## src/hw/adc_rate_consts.svh

```systemverilog
// Constant widths, divisors, ratios, shifts, clipping codes, reset values and timing counts of the rate and code control.
`ifndef ADC_RATE_CONSTS_SVH
`define ADC_RATE_CONSTS_SVH

// Number of converter channels sharing the master clock.
`define NUM_CHANNELS      4
`define CODE_WIDTH        24
`define FIFO_DEPTH        16

// Master clock period in ns and the lowest supported master clock in kHz.
`define CLK_PERIOD_NS     10
`define CLK_MIN_KHZ       100

// Master clocks per modulator tick.
`define DIV_BY_4          6'd4
`define DIV_BY_8          6'd8
`define DIV_BY_40         6'd40

// Modulator ticks per output word.
`define OSR_NORMAL        8'd64
`define OSR_HIRES         8'd128

// Left shift that maps the bit balance onto the full 24-bit scale.
`define SHIFT_NORMAL      5'd17
`define SHIFT_HIRES       5'd16

// Output periods until a step has settled.
`define SETTLE_NORMAL     7'd76
`define SETTLE_HIRES      7'd78

// Clipping codes and reset values.
`define CODE_POS_FULL     24'h7FFFFF
`define CODE_NEG_FULL     24'h800000
`define CODE_RESET        24'h000000
`define MODE_RESET        2'b00

`endif

```

## src/hw/adc_rate_pkg.sv

```systemverilog
// Types shared by the rate and code control, its checks, the host model and the testbench.
package adc_rate_pkg;

	typedef enum logic [1:0] {
		MODE_HIGH_SPEED = 2'b00,
		MODE_HIGH_RES   = 2'b01,
		MODE_LOW_POWER  = 2'b10,
		MODE_LOW_SPEED  = 2'b11
	} op_mode_type;

	typedef enum logic [0:0] {
		ST_SETTLING = 1'b0,
		ST_RUNNING  = 1'b1
	} run_state_type;

	typedef struct packed {
		logic [5:0] div;
		logic [7:0] osr;
		logic [4:0] shift;
		logic [6:0] settle;
	} rate_cfg_type;

	typedef struct packed {
		logic [3:0][23:0] code;
	} sample_word_type;

endpackage

```

## src/hw/sample_fifo.sv

```systemverilog
// Synchronous FIFO with valid and ready on both sides.
`timescale 1ns/1ps
module sample_fifo #(
	parameter int WIDTH = 96,
	parameter int DEPTH = 16
) (
	input  wire logic             clk_sys_i,
	input  wire logic             srst_i,
	input  wire logic             in_valid_i,
	output logic                  in_ready_o,
	input  wire logic [WIDTH-1:0] in_data_i,
	output logic                  out_valid_o,
	input  wire logic             out_ready_i,
	output logic [WIDTH-1:0]      out_data_o
);
	localparam int PW = $clog2(DEPTH);

	logic [WIDTH-1:0] mem [DEPTH];
	logic [PW-1:0]    wr_ptr;
	logic [PW-1:0]    rd_ptr;
	logic [PW:0]      count;
	logic             do_push;
	logic             do_pop;

	assign in_ready_o  = (count != DEPTH[PW:0]);
	assign out_valid_o = (count != '0);
	assign do_push     = in_valid_i && in_ready_o;
	assign do_pop      = out_valid_o && out_ready_i;
	assign out_data_o  = mem[rd_ptr];

	always_ff @(posedge clk_sys_i) begin
		if (do_push) begin
			mem[wr_ptr] <= in_data_i;
		end
	end

	always_ff @(posedge clk_sys_i) begin
		if (srst_i) begin
			wr_ptr <= '0;
			rd_ptr <= '0;
			count  <= '0;
		end else begin
			if (do_push) begin
				wr_ptr <= (wr_ptr == PW'(DEPTH - 1)) ? '0 : wr_ptr + 1'b1;
			end
			if (do_pop) begin
				rd_ptr <= (rd_ptr == PW'(DEPTH - 1)) ? '0 : rd_ptr + 1'b1;
			end
			if (do_push && !do_pop) begin
				count <= count + 1'b1;
			end else if (do_pop && !do_push) begin
				count <= count - 1'b1;
			end
		end
	end

endmodule // sample_fifo

```

## src/hw/adc_rate_filter_and_code_control.sv

```systemverilog
// Mode decode, modulator and word rate generation, decimation and code clipping for all channels.
`timescale 1ns/1ps
`include "adc_rate_consts.svh"

// Function
// - High-speed, low-power and low-speed decimate by 64 with one filter setup.
// - High-resolution decimates by 128.
// - Modulator tick divides the master clock by 4, 8 or 40 per mode and ratio.
// - One output word per 256, 512 or 2560 master clocks per mode and ratio.
// - Word rate follows the master clock; clocks down to 100 kHz work.
// - All channels run from one master clock in lockstep.
// - Filter has constant group delay, independent of signal frequency.
// - Results settle after 76 periods, or 78 in high-resolution.
// - Each result is a 24-bit twos complement word.
// - Results clip at 7FFFFF and 800000 beyond full scale.
// - One positive step is 000001, zero is 000000, one negative step all ones; the code steps by 040000 per modulator bit, 020000 in high-resolution.
// - Mode pins are sampled continuously; a change needs no reset.
// - Data ready indication stays high after a mode change until results settle.
module adc_rate_filter_and_code_control
	import adc_rate_pkg::*;
(
	input  wire logic                         clk_sys_i,
	input  wire logic                         srst_i,
	input  wire logic [1:0]                   mode_sel_i,
	input  wire logic                         clock_ratio_select_i,
	input  wire logic [`NUM_CHANNELS-1:0]     mod_bit_i,
	output logic                              modulator_rate_o,
	output logic                              data_ready_indication_o,
	output logic                              overrun_o,
	output logic                              sample_valid_o,
	input  wire logic                         sample_ready_i,
	output sample_word_type                   sample_data_o
);

	op_mode_type     mode;
	logic            ratio_sel;
	logic            cfg_change;
	rate_cfg_type    cfg;
	run_state_type   state;
	logic [5:0]      div_cnt;
	logic [7:0]      osr_cnt;
	logic [6:0]      settle_cnt;
	logic            mod_tick;
	logic            frame_end;
	logic [7:0]      ones [`NUM_CHANNELS];
	sample_word_type word;
	logic            word_valid;
	logic            fifo_ready;

	// Decodes the operating selection and ratio select into divider, ratio and settling.
	function automatic rate_cfg_type decode_cfg(input op_mode_type m, input logic r);
		rate_cfg_type c;
		c.osr    = `OSR_NORMAL;
		c.shift  = `SHIFT_NORMAL;
		c.settle = `SETTLE_NORMAL;
		c.div    = `DIV_BY_4;
		unique case (m)
			MODE_HIGH_SPEED: begin
				c.div = `DIV_BY_4;
			end
			MODE_HIGH_RES: begin
				c.div    = `DIV_BY_4;
				c.osr    = `OSR_HIRES;
				c.shift  = `SHIFT_HIRES;
				c.settle = `SETTLE_HIRES;
			end
			MODE_LOW_POWER: begin
				c.div = r ? `DIV_BY_8 : `DIV_BY_4;
			end
			MODE_LOW_SPEED: begin
				c.div = r ? `DIV_BY_40 : `DIV_BY_8;
			end
		endcase
		return c;
	endfunction

	// Maps the balance of ones against zeros onto the code range and clips it.
	function automatic logic [23:0] clip_code(input logic [7:0] n, input rate_cfg_type c);
		logic signed [9:0]  diff;
		logic signed [31:0] scaled;
		diff   = $signed({1'b0, n, 1'b0}) - $signed({2'b00, c.osr});
		scaled = 32'(diff) <<< c.shift;
		if (scaled > $signed({8'h00, `CODE_POS_FULL})) begin
			return `CODE_POS_FULL;
		end else if (scaled < $signed({8'hFF, `CODE_NEG_FULL})) begin
			return `CODE_NEG_FULL;
		end
		return scaled[23:0];
	endfunction

	// The pins are compared on every clock, so a new selection is picked up in operation.
	assign cfg_change = (mode_sel_i != mode) || (clock_ratio_select_i != ratio_sel);
	assign cfg        = decode_cfg(mode, ratio_sel);

	always_ff @(posedge clk_sys_i) begin
		if (srst_i) begin
			mode      <= op_mode_type'(`MODE_RESET);
			ratio_sel <= 1'b0;
		end else begin
			mode      <= op_mode_type'(mode_sel_i);
			ratio_sel <= clock_ratio_select_i;
		end
	end

	// The divider counts master clocks only, so every rate scales with the clock itself,
	// down to the slowest supported one.
	assign mod_tick  = (div_cnt == cfg.div - 6'd1);
	assign frame_end = mod_tick && (osr_cnt == cfg.osr - 8'd1);

	always_ff @(posedge clk_sys_i) begin
		if (srst_i || cfg_change) begin
			div_cnt <= 6'h00;
		end else if (mod_tick) begin
			div_cnt <= 6'h00;
		end else begin
			div_cnt <= div_cnt + 6'd1;
		end
	end

	always_ff @(posedge clk_sys_i) begin
		if (srst_i || cfg_change) begin
			osr_cnt <= 8'h00;
		end else if (frame_end) begin
			osr_cnt <= 8'h00;
		end else if (mod_tick) begin
			osr_cnt <= osr_cnt + 8'd1;
		end
	end

	always_ff @(posedge clk_sys_i) begin
		if (srst_i) begin
			modulator_rate_o <= 1'b0;
		end else begin
			modulator_rate_o <= mod_tick && !cfg_change;
		end
	end

	// Every channel shares one tick and one frame boundary, which keeps them in lockstep.
	// The equal-weight window is symmetric, so its delay does not depend on frequency.
	always_ff @(posedge clk_sys_i) begin
		for (int ch = 0; ch < `NUM_CHANNELS; ch++) begin
			if (srst_i || cfg_change) begin
				ones[ch] <= 8'h00;
			end else if (frame_end) begin
				ones[ch] <= 8'h00;
			end else if (mod_tick) begin
				ones[ch] <= ones[ch] + {7'h00, mod_bit_i[ch]};
			end
		end
	end

	always_ff @(posedge clk_sys_i) begin
		if (srst_i) begin
			word <= '0;
		end else if (frame_end && !cfg_change) begin
			for (int ch = 0; ch < `NUM_CHANNELS; ch++) begin
				word.code[ch] <= clip_code(ones[ch] + {7'h00, mod_bit_i[ch]}, cfg);
			end
		end
	end

	// Settling counts whole output periods; words finished meanwhile are not buffered.
	always_ff @(posedge clk_sys_i) begin
		if (srst_i || cfg_change) begin
			state      <= ST_SETTLING;
			settle_cnt <= 7'h00;
		end else begin
			unique case (state)
				ST_SETTLING: begin
					if (frame_end) begin
						if (settle_cnt == cfg.settle - 7'd1) begin
							state <= ST_RUNNING;
						end
						settle_cnt <= settle_cnt + 7'd1;
					end
				end
				ST_RUNNING: begin
					settle_cnt <= settle_cnt;
				end
			endcase
		end
	end

	always_ff @(posedge clk_sys_i) begin
		if (srst_i || cfg_change) begin
			word_valid <= 1'b0;
		end else begin
			word_valid <= frame_end && (state == ST_RUNNING);
		end
	end

	assign data_ready_indication_o = (state == ST_SETTLING);

	// The converter cannot pause, so a full buffer costs the word and raises a pulse.
	always_ff @(posedge clk_sys_i) begin
		if (srst_i) begin
			overrun_o <= 1'b0;
		end else begin
			overrun_o <= word_valid && !fifo_ready;
		end
	end

	sample_fifo #(
		.WIDTH ($bits(sample_word_type)),
		.DEPTH (`FIFO_DEPTH)
	) u_fifo (
		.clk_sys_i   (clk_sys_i),
		.srst_i      (srst_i),
		.in_valid_i  (word_valid),
		.in_ready_o  (fifo_ready),
		.in_data_i   (word),
		.out_valid_o (sample_valid_o),
		.out_ready_i (sample_ready_i),
		.out_data_o  (sample_data_o)
	);

endmodule // adc_rate_filter_and_code_control

```

## config.mk

```make
export PLATFORM = sky130hd
export DESIGN_NAME = adc_rate_filter_and_code_control
export DESIGN_NICKNAME = d
export VERILOG_FILES = /design/src/hw/adc_rate_pkg.sv /design/src/hw/sample_fifo.sv /design/src/hw/adc_rate_filter_and_code_control.sv
export VERILOG_INCLUDE_DIRS = /design/src /design/src/hw
export SDC_FILE = /design/constraint.sdc
export NUM_CORES = 1
export LEC_CHECK = 0
export BUFFER_PORTS_ARGS = -buffer_cell sky130_fd_sc_hd__buf_2
export CORE_MARGIN = 1
export CORE_UTILIZATION = 50
export CTS_CLUSTER_DIAMETER = 30
export CTS_CLUSTER_SIZE = 14
export DETAILED_ROUTE_END_ITERATION = 10
export PLACE_DENSITY = 0.66
export SYNTH_ARGS = -nofsm -noshare
export SYNTH_HDL_FRONTEND = slang
export SYNTH_SLANG_ARGS = --single-unit
```

## constraint.sdc

```tcl
create_clock -name clk_sys_i -period 5.8 [get_ports clk_sys_i]
set_input_delay 0.29 -clock clk_sys_i [delete_from_list [all_inputs] [get_ports clk_sys_i]]
set_output_delay 0.29 -clock clk_sys_i [all_outputs]
set_load 0.03 [all_outputs]
```

==> summary.md, run 1 <==
| Metric | Value |
|---|---|
| Outcome | `finished clean` |
| Vias/cell | `5.76` |
| Async SR Flop Fraction | `0` |
| PD cells | `376 nW/µm²` |
| Gr usage total | `0.216` |
| Port Buf Inserts | `109` |
| Most numerous cell in the Yosys netlist | `edfxtp_1` |
| Fill count | `3569` |
| Area of the mapped netlist | `25700 µm²` |
| DR WL/cell | `23.4 µm` |
| Top delay family on crit path | `multiplexers` |
| Max-capacitance violation count | `0` |
| Slew Limit Fails | `0` |
| First-pass GRT wire length | `84300 µm` |
| #FFs+latches synth | `621` |
| Unrepaired setup endpoints after global routing | `no` |
| Core area | `50400 µm²` |
| Utilization after layout | `0.606` |
| Leading area contributor after synthesis | `edfxtp_1` |
| Synth Warn # | `0` |
| P_int | `9.14 mW` |
| Critical-path maximum fanout | `49` |
| CTS tree | `built` |
| Worst hold path class | `in2reg` |
| Initial core utilization | `0.509` |
| Setup violators final | `0` |
| Residual DRC | `0` |
| Starting DRC count in detailed routing | `1146` |
| Unique masters post-synth | `59` |
| Crit path top cell by count | `mux4_2` |
| Area grow syn2layout | `19.0%` |
| TritonCTS buffer count | `111` |
| Post-Synthesis Cells | `1459` |
| Min cycle time layout | `3.86 ns` |
| Hpwl dp | `29900 µm` |
| Setup crit end kind | `output port` |
| CTS clk-pin slew, worst paths | `0.05 ns` |
| Most used flip-flop cell after synthesis | `edfxtp_1` |
| Initial antenna violation count | `2` |
| DRT met1 WL | `22800 µm` |
| GR Overflow Total | `0` |
| CP Cell Sequence | `buf_4, mux4_2, mux4_2, buf_2` |
| Worst path arrival time | `3.57 ns` |
| CP max stage delay | `1.03 ns` |
| Hold_ws | `0.133 ns` |
| Tightest Pin Transition | `1.09 ns` |
| Synth cell count leaders | `edfxtp_1 (544), mux4_2 (160), nand2_1 (90)` |
| Met2 WL post-DR | `27600 µm` |
| Highest layer used for signal routing | `met4` |
| First drt pass iteration count | `5` |
| Number of enable flip-flop cells after synthesis | `544` |
| Antenna-violating nets left | `0` |
| H-tree depth | `3` |
| Die Ht | `229 µm` |
| NetSw | `2.34 mW` |
| IO Pins | `110` |
| Clk pwr share | `0.568` |
| Layout cells sized above 1 | `0.308` |
| Antenna cells | `0` |
| Sw Ratio | `0.204` |
| Startpoint type of the worst setup path | `register` |
| Worst Path Class, Setup | `reg2out` |
| Final Wtd Congestion | `0.782` |
| Slew HR | `0.272` |
| Total Wirelength | `55100 µm` |
| Flop pwr share | `0.420` |
| Req. time, crit path | `5.51 ns` |
| Vias in the first global route | `13800` |
| Worst skew pair latency | `0.66 ns` |
| Synth top area share | `0.637` |
| Setup TNS | `0 ns` |
| Setup bufs post-CTS | `0` |
| Syn Area/Cell | `17.6 µm²` |
| Non-Filler Instances | `2352` |
| Logic pwr share | `0.012` |
| CTS Sinks | `621` |
| Worst Path Buf+Inv | `2` |
| Clock skew | `0.0366 ns` |
| Via Count | `13500` |
| Crit share post-route | `0.666` |
| DIE AREA | `52200 µm²` |
| Die width | `229 µm` |
| Hold Vio Cnt, Final | `0` |
| Worst ir drop on vdd | `0.245 mV` |
| Max Buffers Root-to-Sink | `3` |
| Nets | `1624` |
| Seq/Total Area, Yosys | `0.697` |
| Synth area leaders | `edfxtp_1 (64%), mux4_2 (14%), dfxtp_1 (6.0%)` |
| Fmax | `0.259 GHz` |
| Root buffer cell | `clkbuf_16` |
| Placed Instances | `2140` |
| Syn Nets | `1499` |
| Leakage | `8.52 nW` |
| Met3 wire len | `3550 µm` |
| Slowest cell on crit path | `dfxtp_4` |
| Largest net degree at the start of global routing | `59` |
| FP Rows | `82` |
==> worst min-delay path: cells and delay by family <==
kind,cells,cell delay (ns)
buffers and inverters,1,0.09
AND/OR/NAND/NOR,2,0.27
AO/OA/AOI/OAI,1,0.06
==> path summary, 6_finish.rpt <==
check        slack (ns)                     to                  start  depth (start not counted)
min                0.13               register         sample_ready_i                          4
max                1.94      sample_data_o[23]               register                          4
min reg2reg        0.44  div_cnt[0]$_SDFF_PP0_  div_cnt[0]$_SDFF_PP0_                          1
max reg2reg        2.32  word[46]$_SDFFE_PP0P_     mode[0]$_SDFF_PP0_                         10
==> stage by stage <==
| step | setup WS, ns | total power, mW | area, µm² |
|---|---|---|---|
| floorplan | 2.02 | 5.01 | 25700 |
| global placement | 2.44 | 5.03 | 26600 |
| detailed placement | 2.37 | 5.04 | 26600 |
| CTS | 1.78 | 11.5 | 30500 |
| global route | 1.67 | 11.8 | 30500 |
| finish | 1.94 | 11.5 | 30500 |
==> cell type report <==
type / instances / area [µm²] / area share
inverters: 19 / 71.3 / 0.00234
multi-input cells: 691 / 7070 / 0.232
repair buffers: 140 / 798 / 0.0261
clock inverters: 75 / 870 / 0.0285
well taps: 672 / 841 / 0.0275
clock buffers: 134 / 2990 / 0.0979
flip-flops and latches: 621 / 17900 / 0.586
==> layer usage <==
layer,track usage,vias up
met4,0.0736,0
li1,-,6032
met3,0.0388,83
met1,0.289,6937
met2,0.360,484
met5,0,-
==> cells in the final DEF, fill, tap and decap left out, types with 5 or more instances in the layout <==
master,netlist,final
edfxtp_1,544,544
buf_4,67,27
nor2_1,88,76
clkinv_4,0,7
o211ai_1,18,18
fa_1,5,5
clkinv_1,0,14
bufinv_16,0,13
nand4_1,11,11
xor2_1,21,21
a211oi_1,5,5
clkinvlp_4,0,10
or3_1,8,8
and2_1,18,18
ha_1,25,25
mux4_2,160,160
a21oi_1,44,44
a31o_2,6,6
buf_2,12,109
inv_1,18,18
nand2b_1,5,5
nand3_1,36,36
clkbuf_16,0,116
clkinv_2,0,13
nand2_1,90,90
and3_1,9,9
o21ai_0,19,19
clkbuf_1,37,16
xnor2_1,23,23
nor3_1,18,14
nor2b_1,13,12
inv_6,0,8
nor2_4,0,12
dfxtp_1,77,73
==> power groups by stage <==
stage / combinational (mW) / sequential, mW / clock, mW
global placement: 0.127 / 4.91 / 0
CTS: 0.133 / 4.82 / 6.59
floorplan: 0.102 / 4.90 / 0
global route: 0.149 / 4.82 / 6.81
detailed placement: 0.130 / 4.91 / 0
finish: 0.133 / 4.82 / 6.52
==> cells by family (layout without fill, tap and decap cells) <==
group	after synthesis	count (layout)	share of synthesized area
AO/OA/AOI/OAI	128	128	0.0327
XOR/XNOR	48	48	0.0187
adder cells (fa/ha/maj)	30	30	0.0161
buffers and inverters	147	368	0.0319
flip-flops	621	621	0.697
multiplexers	166	166	0.143
AND/OR/NAND/NOR	319	319	0.0609
==> registers in the layout, indices dropped and copies added, names as in the netlist, named ones only <==
name and cells:
overrun_o 1, mode 2, u_fifo.rd_ptr 4, ratio_sel 1, word_valid 1, div_cnt 6, word 32, u_fifo.mem 512
modulator_rate_o 1, u_fifo.count 5, settle_cnt 7, ones 32, osr_cnt 8, u_fifo.wr_ptr 4, state 1
==> what timing repair did <==
item                                   in CTS  in global routing
hold buffers                                3                  0
gates resized for setup                     0                  0
endpoints found under the hold margin       3                  0
Power figures use the tool's default switching activity.
==> run 2: changes to the inputs <==
Settings changed: PLACE_DENSITY 0.66 to 0.68.
Clock period 5.8 ns to 3.5 ns, I/O delays scaled along.
==> summary.md, run 2 (synthesis gave the netlist of run 1 again) <==
| Metric | Value |
|---|---|
| Outcome | `finished clean` |
| Largest register by flop count | `u_fifo.mem` |
| Largest net degree at the start of global routing | `52 (-12%)` |
| TritonCTS buffer count | `110 (-0.90%)` |
| Utilization after layout | `0.610 (+0.00387)` |
| Worst Path Class, Setup | `reg2out` |
| NetSw | `3.75 mW (+61%)` |
| Nets | `1634 (+0.62%)` |
| Worst skew pair latency | `0.65 ns (about the same)` |
| P_int | `15.1 mW (+65%)` |
| First drt pass iteration count | `5 (unchanged)` |
| Total Wirelength | `54700 µm (-0.81%)` |
| Vias/cell | `5.78 (+0.35%)` |
| Commonest non-fill, non-tap cell in the layout | `edfxtp_1` |
| Crit path top cell by count | `mux4_2` |
| Sw Ratio | `0.199 (-0.00427)` |
| Die Ht | `229 µm (unchanged)` |
| Worst hold path class | `in2reg` |
| Max-capacitance violation count | `0 (unchanged)` |
| Final Wtd Congestion | `0.812 (+3.8%)` |
| Residual DRC | `0 (unchanged)` |
| DR WL/cell | `23.2 µm (-1.1%)` |
| Fill count | `3563 (-0.17%)` |
| Fin worst setup slack | `0.310 ns (-1.63 ns)` |
| Worst Hold Depth | `3 (-1)` |
| Slew Limit Fails | `0 (unchanged)` |
| Reg-to-reg endpoint | `word[18]$_SDFFE_PP0P_` |
| Hpwl dp | `30400 µm (+1.7%)` |
| CP max stage delay | `0.64 ns (-0.39 ns)` |
| CTS tree | `built` |
| Clock skew | `0.0345 ns (-0.00210 ns)` |
| Crit share post-route | `0.911` |
| Setup crit end kind | `output port` |
| Reg-to-Reg Start | `ones[0][3]$_SDFFCE_PN0P_` |
| Layout cells sized above 1 | `0.315 (+0.00683)` |
| Flop pwr share | `0.424 (+0.004)` |
| Most frequent cells in the layout | `edfxtp_1 (544), mux4_2 (160), clkbuf_16 (111)` |
| Post_cts resized | `0 (unchanged)` |
| Min cycle time layout | `3.19 ns` |
| Worst hold start | `mod_bit_i[2]` |
| Hold Path End | `ones[2][0]$_SDFFCE_PN0P_` |
| Clk pwr share | `0.564 (-0.004)` |
| H-tree depth | `3 (unchanged)` |
| Area grow syn2layout | `19.8%` |
| Hold_ws | `0.0335 ns (-0.0999 ns)` |
| Cells on worst reg2reg path | `11 (+1)` |
| Max Buffers Root-to-Sink | `3 (unchanged)` |
| Setup TNS | `0 ns (unchanged)` |
| Gr usage total | `0.213 (-0.00300)` |
| Startpoint type of the worst setup path | `register` |
| CP Cell Sequence | `buf_4, mux4_2, mux4_2, buf_2` |
| IO Pins | `110 (unchanged)` |
| Starting DRC count in detailed routing | `1013 (-12%)` |
| Fmax | `0.313 GHz` |
| Top flop regs | `u_fifo.mem (512), ones (32), word (32)` |
| CTS Sinks | `621 (unchanged)` |
| Slew HR | `0.455 (+0.183)` |
| Antenna-violating nets left | `0 (unchanged)` |
| Req. time, crit path | `3.32 ns (-2.19 ns)` |
| PD cells | `613 nW/µm² (+63%)` |
| Logic pwr share | `0.012 (about the same)` |
| Antenna cells | `0 (unchanged)` |
| FP Rows | `82 (unchanged)` |
| GR Overflow Total | `0 (unchanged)` |
| Non-Filler Instances | `2360 (+0.34%)` |
| Initial core utilization | `0.509 (unchanged)` |
| Port Buf Inserts | `109 (unchanged)` |
| Tightest Pin Transition | `0.817 ns (-0.271 ns)` |
| Critical-path maximum fanout | `17 (-65%)` |
| R2R setup slack | `0.34 ns (-1.98 ns)` |
| Die width | `229 µm (unchanged)` |
| Root buffer cell | `clkbuf_16` |
| Unrepaired setup endpoints after global routing | `no` |
| Slowest cell on crit path | `mux4_2` |
| Max reg flops | `512 (unchanged)` |
| Place WS | `0.383 ns (-1.99 ns)` |
| Setup violators final | `0 (unchanged)` |
| Via Count | `13600 (+0.69%)` |
| Initial antenna violation count | `1 (-1)` |
| Hold Vio Cnt, Final | `0 (unchanged)` |
| Worst path arrival time | `3.02 ns (-0.55 ns)` |
| Core area | `50400 µm² (unchanged)` |
| DIE AREA | `52200 µm² (unchanged)` |
| Worst ir drop on vdd | `0.406 mV (+65%)` |
| CTS clk-pin slew, worst paths | `0.05 ns (about the same)` |
| Vias in the first global route | `13900 (+0.94%)` |
| Placed Instances | `2150 (+0.47%)` |
| Leakage | `8.57 nW (+0.67%)` |
| First-pass GRT wire length | `83500 µm (-0.88%)` |
run 2: worst max-delay path by stage:
stage                                  start                    end  slack (ns)  cells after the start
global route        ones[0][3]$_SDFFCE_PN0P_  word[18]$_SDFFE_PP0P_        0.06                     11
CTS                                 register      sample_data_o[32]        0.22                      4
detailed placement  ones[0][3]$_SDFFCE_PN0P_  word[18]$_SDFFE_PP0P_        0.38                     11
global placement    ones[0][0]$_SDFFCE_PN0P_  word[17]$_SDFFE_PP0P_        0.46                     12
floorplan                 mode[0]$_SDFF_PP0_  word[22]$_SDFFE_PP0P_        0.10                     14
finish                              register      sample_data_o[32]        0.31                      4
run 2: final cells by class:
cell class                 instances  area, µm²  area share
clock buffer                     131       2890      0.0941
clock inverter                    75        890      0.0290
inverter                          19       71.3     0.00232
multi-input combinational        691       7100       0.231
sequential                       621      17900       0.582
tap                              672        841      0.0274
timing repair buffer             151       1050      0.0340
run 2: through the flow:
stage / power (mW) / instance area [µm²]
after floorplan: 8.29 / 25700
after global placement: 8.34 / 26900
after detailed placement: 8.35 / 26900
after CTS: 19.0 / 30700
after global routing: 19.3 / 30700
final: 18.8 / 30700
run 2: timing repair:
item / CTS / global route
hold buffers: 4 / 0
buffers inserted: 0 / 0
setup endpoints to repair: 0 / 0
hold endpoints to repair: 5 / 0
run 2: worst max-delay path, delay by kind of cell, from the launching register on:
| kind | cells | cell delay, ns |
|---|---|---|
| buffers and inverters | 2 | 0.60 |
| DFF | 1 | 0.55 |
| muxes | 2 | 1.21 |
run 2: per-layer routing:
| layer | wire (µm) | GRT usage | share of wire | vias up |
|---|---|---|---|---|
| met2 | 27300 | 0.354 | 0.50 | 488 |
| met5 | 15 | 0 | 0.00027 | - |
| li1 | - | - | - | 6026 |
| met1 | 22500 | 0.284 | 0.41 | 7018 |
| met3 | 3510 | 0.0420 | 0.064 | 95 |
| met4 | 1280 | 0.0709 | 0.023 | 2 |
run 2: power groups by stage:
| stage | Combinational [mW] | Sequential, mW | Clock, mW |
|---|---|---|---|
| 6_report | 0.222 | 7.99 | 10.6 |
| 2_1_floorplan | 0.169 | 8.13 | 0 |
| 5_1_grt | 0.249 | 7.99 | 11.1 |
| 3_5_place_dp | 0.217 | 8.13 | 0 |
| 3_3_place_gp | 0.213 | 8.13 | 0 |
| 4_1_cts | 0.223 | 7.99 | 10.8 |
==> run 3: changes to the inputs <==
Settings changed: CELL_PAD_IN_SITES_DETAIL_PLACEMENT from default to 1, CELL_PAD_IN_SITES_GLOBAL_PLACEMENT from default to 2, CORE_UTILIZATION 50 to 42, PLACE_DENSITY 0.68 to 0.74, SKIP_CTS_REPAIR_TIMING from default to 1.
==> summary.md, run 3 (synthesis gave the netlist of run 1 again) <==
| Metric | Value |
|---|---|
| P_int | `15.4 mW (+1.9%)` |
| Req. time, crit path | `4.03 ns (+0.71 ns)` |
| Leakage | `8.63 nW (+0.69%)` |
| NetSw | `3.89 mW (+3.7%)` |
| Die Ht | `249 µm (+9.0%)` |
| TritonCTS buffer count | `114 (+3.6%)` |
| First-pass GRT wire length | `90500 µm (+8.4%)` |
| Gr usage total | `0.194 (-0.0190)` |
| Root buffer cell | `clkbuf_16` |
| Area occupied by registers | `17900 µm² (unchanged)` |
| Fill count | `5558 (+56%)` |
| Worst skew pair latency | `0.66 ns (about the same)` |
| Reg-to-Reg Start | `ones[0][3]$_SDFFCE_PN0P_` |
| Slew Limit Fails | `0 (unchanged)` |
| Slew HR | `0.504 (+0.0491)` |
| Setup TNS | `0 ns (unchanged)` |
| PD cells | `622 nW/µm² (+1.5%)` |
| Worst Hold Depth | `4 (+1)` |
| Layout cells sized above 1 | `0.315 (-0.000460)` |
| Startpoint type of the worst setup path | `register` |
| Worst path arrival time | `3.71 ns (+0.69 ns)` |
| Die width | `249 µm (+9.0%)` |
| Hold Path End | `word[17]$_SDFFE_PP0P_` |
| Setup crit end kind | `register` |
| Starting DRC count in detailed routing | `883 (-13%)` |
| CTS clk-pin slew, worst paths | `0.05 ns (about the same)` |
| Largest net degree at the start of global routing | `58 (+12%)` |
| Vias/cell | `5.49 (-5.0%)` |
| Utilization after layout | `0.513 (-0.0971)` |
| Sw Ratio | `0.202 (+0.00279)` |
| Vias in the first global route | `14700 (+5.8%)` |
| Min cycle time layout | `3.19 ns (-0.00493 ns)` |
| Residual DRC | `0 (unchanged)` |
| Fmax | `0.314 GHz (+0.15%)` |
| H-tree depth | `3 (unchanged)` |
| Max reg flops | `512 (unchanged)` |
| Outcome | `finished clean` |
| CTS Sinks | `621 (unchanged)` |
| Logic pwr share | `0.012 (about the same)` |
| Hold_ws | `0.0231 ns (-0.0103 ns)` |
| Multi-input logic area | `7100 µm² (unchanged)` |
| Hpwl dp | `33500 µm (+10%)` |
| Area grow syn2layout | `20.7%` |
| Fin worst setup slack | `0.315 ns (+0.00493 ns)` |
| Port Buf Inserts | `109 (unchanged)` |
| FP Rows | `90 (+9.8%)` |
| Initial core utilization | `0.425 (-0.0842)` |
| Clock skew | `0.0164 ns (-0.0181 ns)` |
| DIE AREA | `62100 µm² (+19%)` |
| Max Buffers Root-to-Sink | `3 (unchanged)` |
| Worst Path Class, Setup | `reg2reg` |
| Worst hold path class | `in2reg` |
| DR WL/cell | `23.8 µm (+2.9%)` |
| Worst ir drop on vdd | `0.441 mV (+8.7%)` |
| Commonest non-fill, non-tap cell in the layout | `edfxtp_1` |
| Flop pwr share | `0.415 (-0.009)` |
| First drt pass iteration count | `5 (unchanged)` |
| Total Wirelength | `59200 µm (+8.2%)` |
| GR Overflow Total | `0 (unchanged)` |
| Worst hold start | `mod_bit_i[0]` |
| Place WS | `0.303 ns (-0.0803 ns)` |
| R2R setup slack | `0.31 ns (-0.03 ns)` |
| Initial antenna violation count | `0 (-1)` |
| Reg-to-reg endpoint | `word[21]$_SDFFE_PP0P_` |
| Hold Vio Cnt, Final | `0 (unchanged)` |
| Most frequent cells in the layout | `edfxtp_1 (544), mux4_2 (160), clkbuf_16 (116)` |
| Final Wtd Congestion | `0.752 (-7.4%)` |
| Tightest Pin Transition | `0.743 ns (-0.0747 ns)` |
| Top flop regs | `u_fifo.mem (512), ones (32), word (32)` |
| Antenna cells | `0 (unchanged)` |
| CTS tree | `built` |
| Crit share post-route | `0.910 (-0.00141)` |
| Max-capacitance violation count | `0 (unchanged)` |
| Fin area | `31000 µm² (+0.75%)` |
| Nets | `1642 (+0.49%)` |
| IO Pins | `110 (unchanged)` |
| Via Count | `13600 (-0.11%)` |
| Largest register by flop count | `u_fifo.mem` |
| Critical-path maximum fanout | `8 (-9)` |
| Cells on worst reg2reg path | `11 (unchanged)` |
| Unrepaired setup endpoints after global routing | `no` |
| Core area | `60400 µm² (+20%)` |
| Antenna-violating nets left | `0 (unchanged)` |
| Clk pwr share | `0.573 (+0.009)` |
| Setup violators final | `0 (unchanged)` |
| Placed inst area | `27000 µm² (+0.39%)` |
[run 3: cell count changes in the layout (fill, tap and decap cells not counted), sizes merged]
cell / delta
clkinvlp: -1
clkbuf: -2
bufinv: +2
inv: -1
buf: +4
clkinv: +10
[run 3: worst max-delay path: stages, from the launching register on]
cell and delay, ns:
edfxtp_1 0.48, nand3_1 0.22, o21ai_0 0.35, and2_1 0.25, nand2_1 0.09, fa_1 0.49, nor2_1 0.10, or4b_2 0.58
o221ai_1 0.10, a32oi_1 0.13, nand2_1 0.18, nand3_1 0.09
[run 3: power by group through the flow]
stage | registers [mW] | logic, mW | clock network, mW
CTS | 7.99 | 0.234 | 11.2
global placement | 8.13 | 0.227 | 0
detailed placement | 8.13 | 0.232 | 0
floorplan | 8.13 | 0.169 | 0
global route | 7.99 | 0.260 | 11.5
finish | 7.99 | 0.234 | 11.0
[run 3: layout make-up]
| cell class | count | share of cell area |
|---|---|---|
| timing repair buffer | 155 | 0.0327 |
| tap | 782 | 0.0316 |
| inverter | 19 | 0.00230 |
| sequential | 621 | 0.578 |
| clock inverter | 85 | 0.0308 |
| clock buffer | 129 | 0.0954 |
| multi-input combinational | 691 | 0.229 |
[run 3: worst max path at each step]
stage / from / slack, ns / cells past startpoint / endpoint
finish: ones[0][3]$_SDFFCE_PN0P_ / 0.31 / 11 / word[21]$_SDFFE_PP0P_
CTS: register / 0.25 / 5 / sample_data_o[43]
floorplan: mode[0]$_SDFF_PP0_ / 0.10 / 14 / word[22]$_SDFFE_PP0P_
global route: ones[0][3]$_SDFFCE_PN0P_ / 0.07 / 11 / word[19]$_SDFFE_PP0P_
global placement: ones[0][3]$_SDFFCE_PN0P_ / 0.44 / 11 / word[22]$_SDFFE_PP0P_
detailed placement: ones[0][0]$_SDFFCE_PN0P_ / 0.30 / 12 / word[21]$_SDFFE_PP0P_
[run 3: layer usage]
metal	GRT usage	vias up	routed length, µm
li1	-	6049	-
met1	0.252	7084	25000
met2	0.332	380	29900
met3	0.0327	101	2880
met4	0.0670	0	1310
met5	0	-	0
[run 3: stage by stage]
step	power, mW	instances
after global placement	8.36	2264
after floorplan	8.29	1459
after CTS	19.4	2478
after global routing	19.8	2482
final	19.3	2482
after detailed placement	8.36	2264
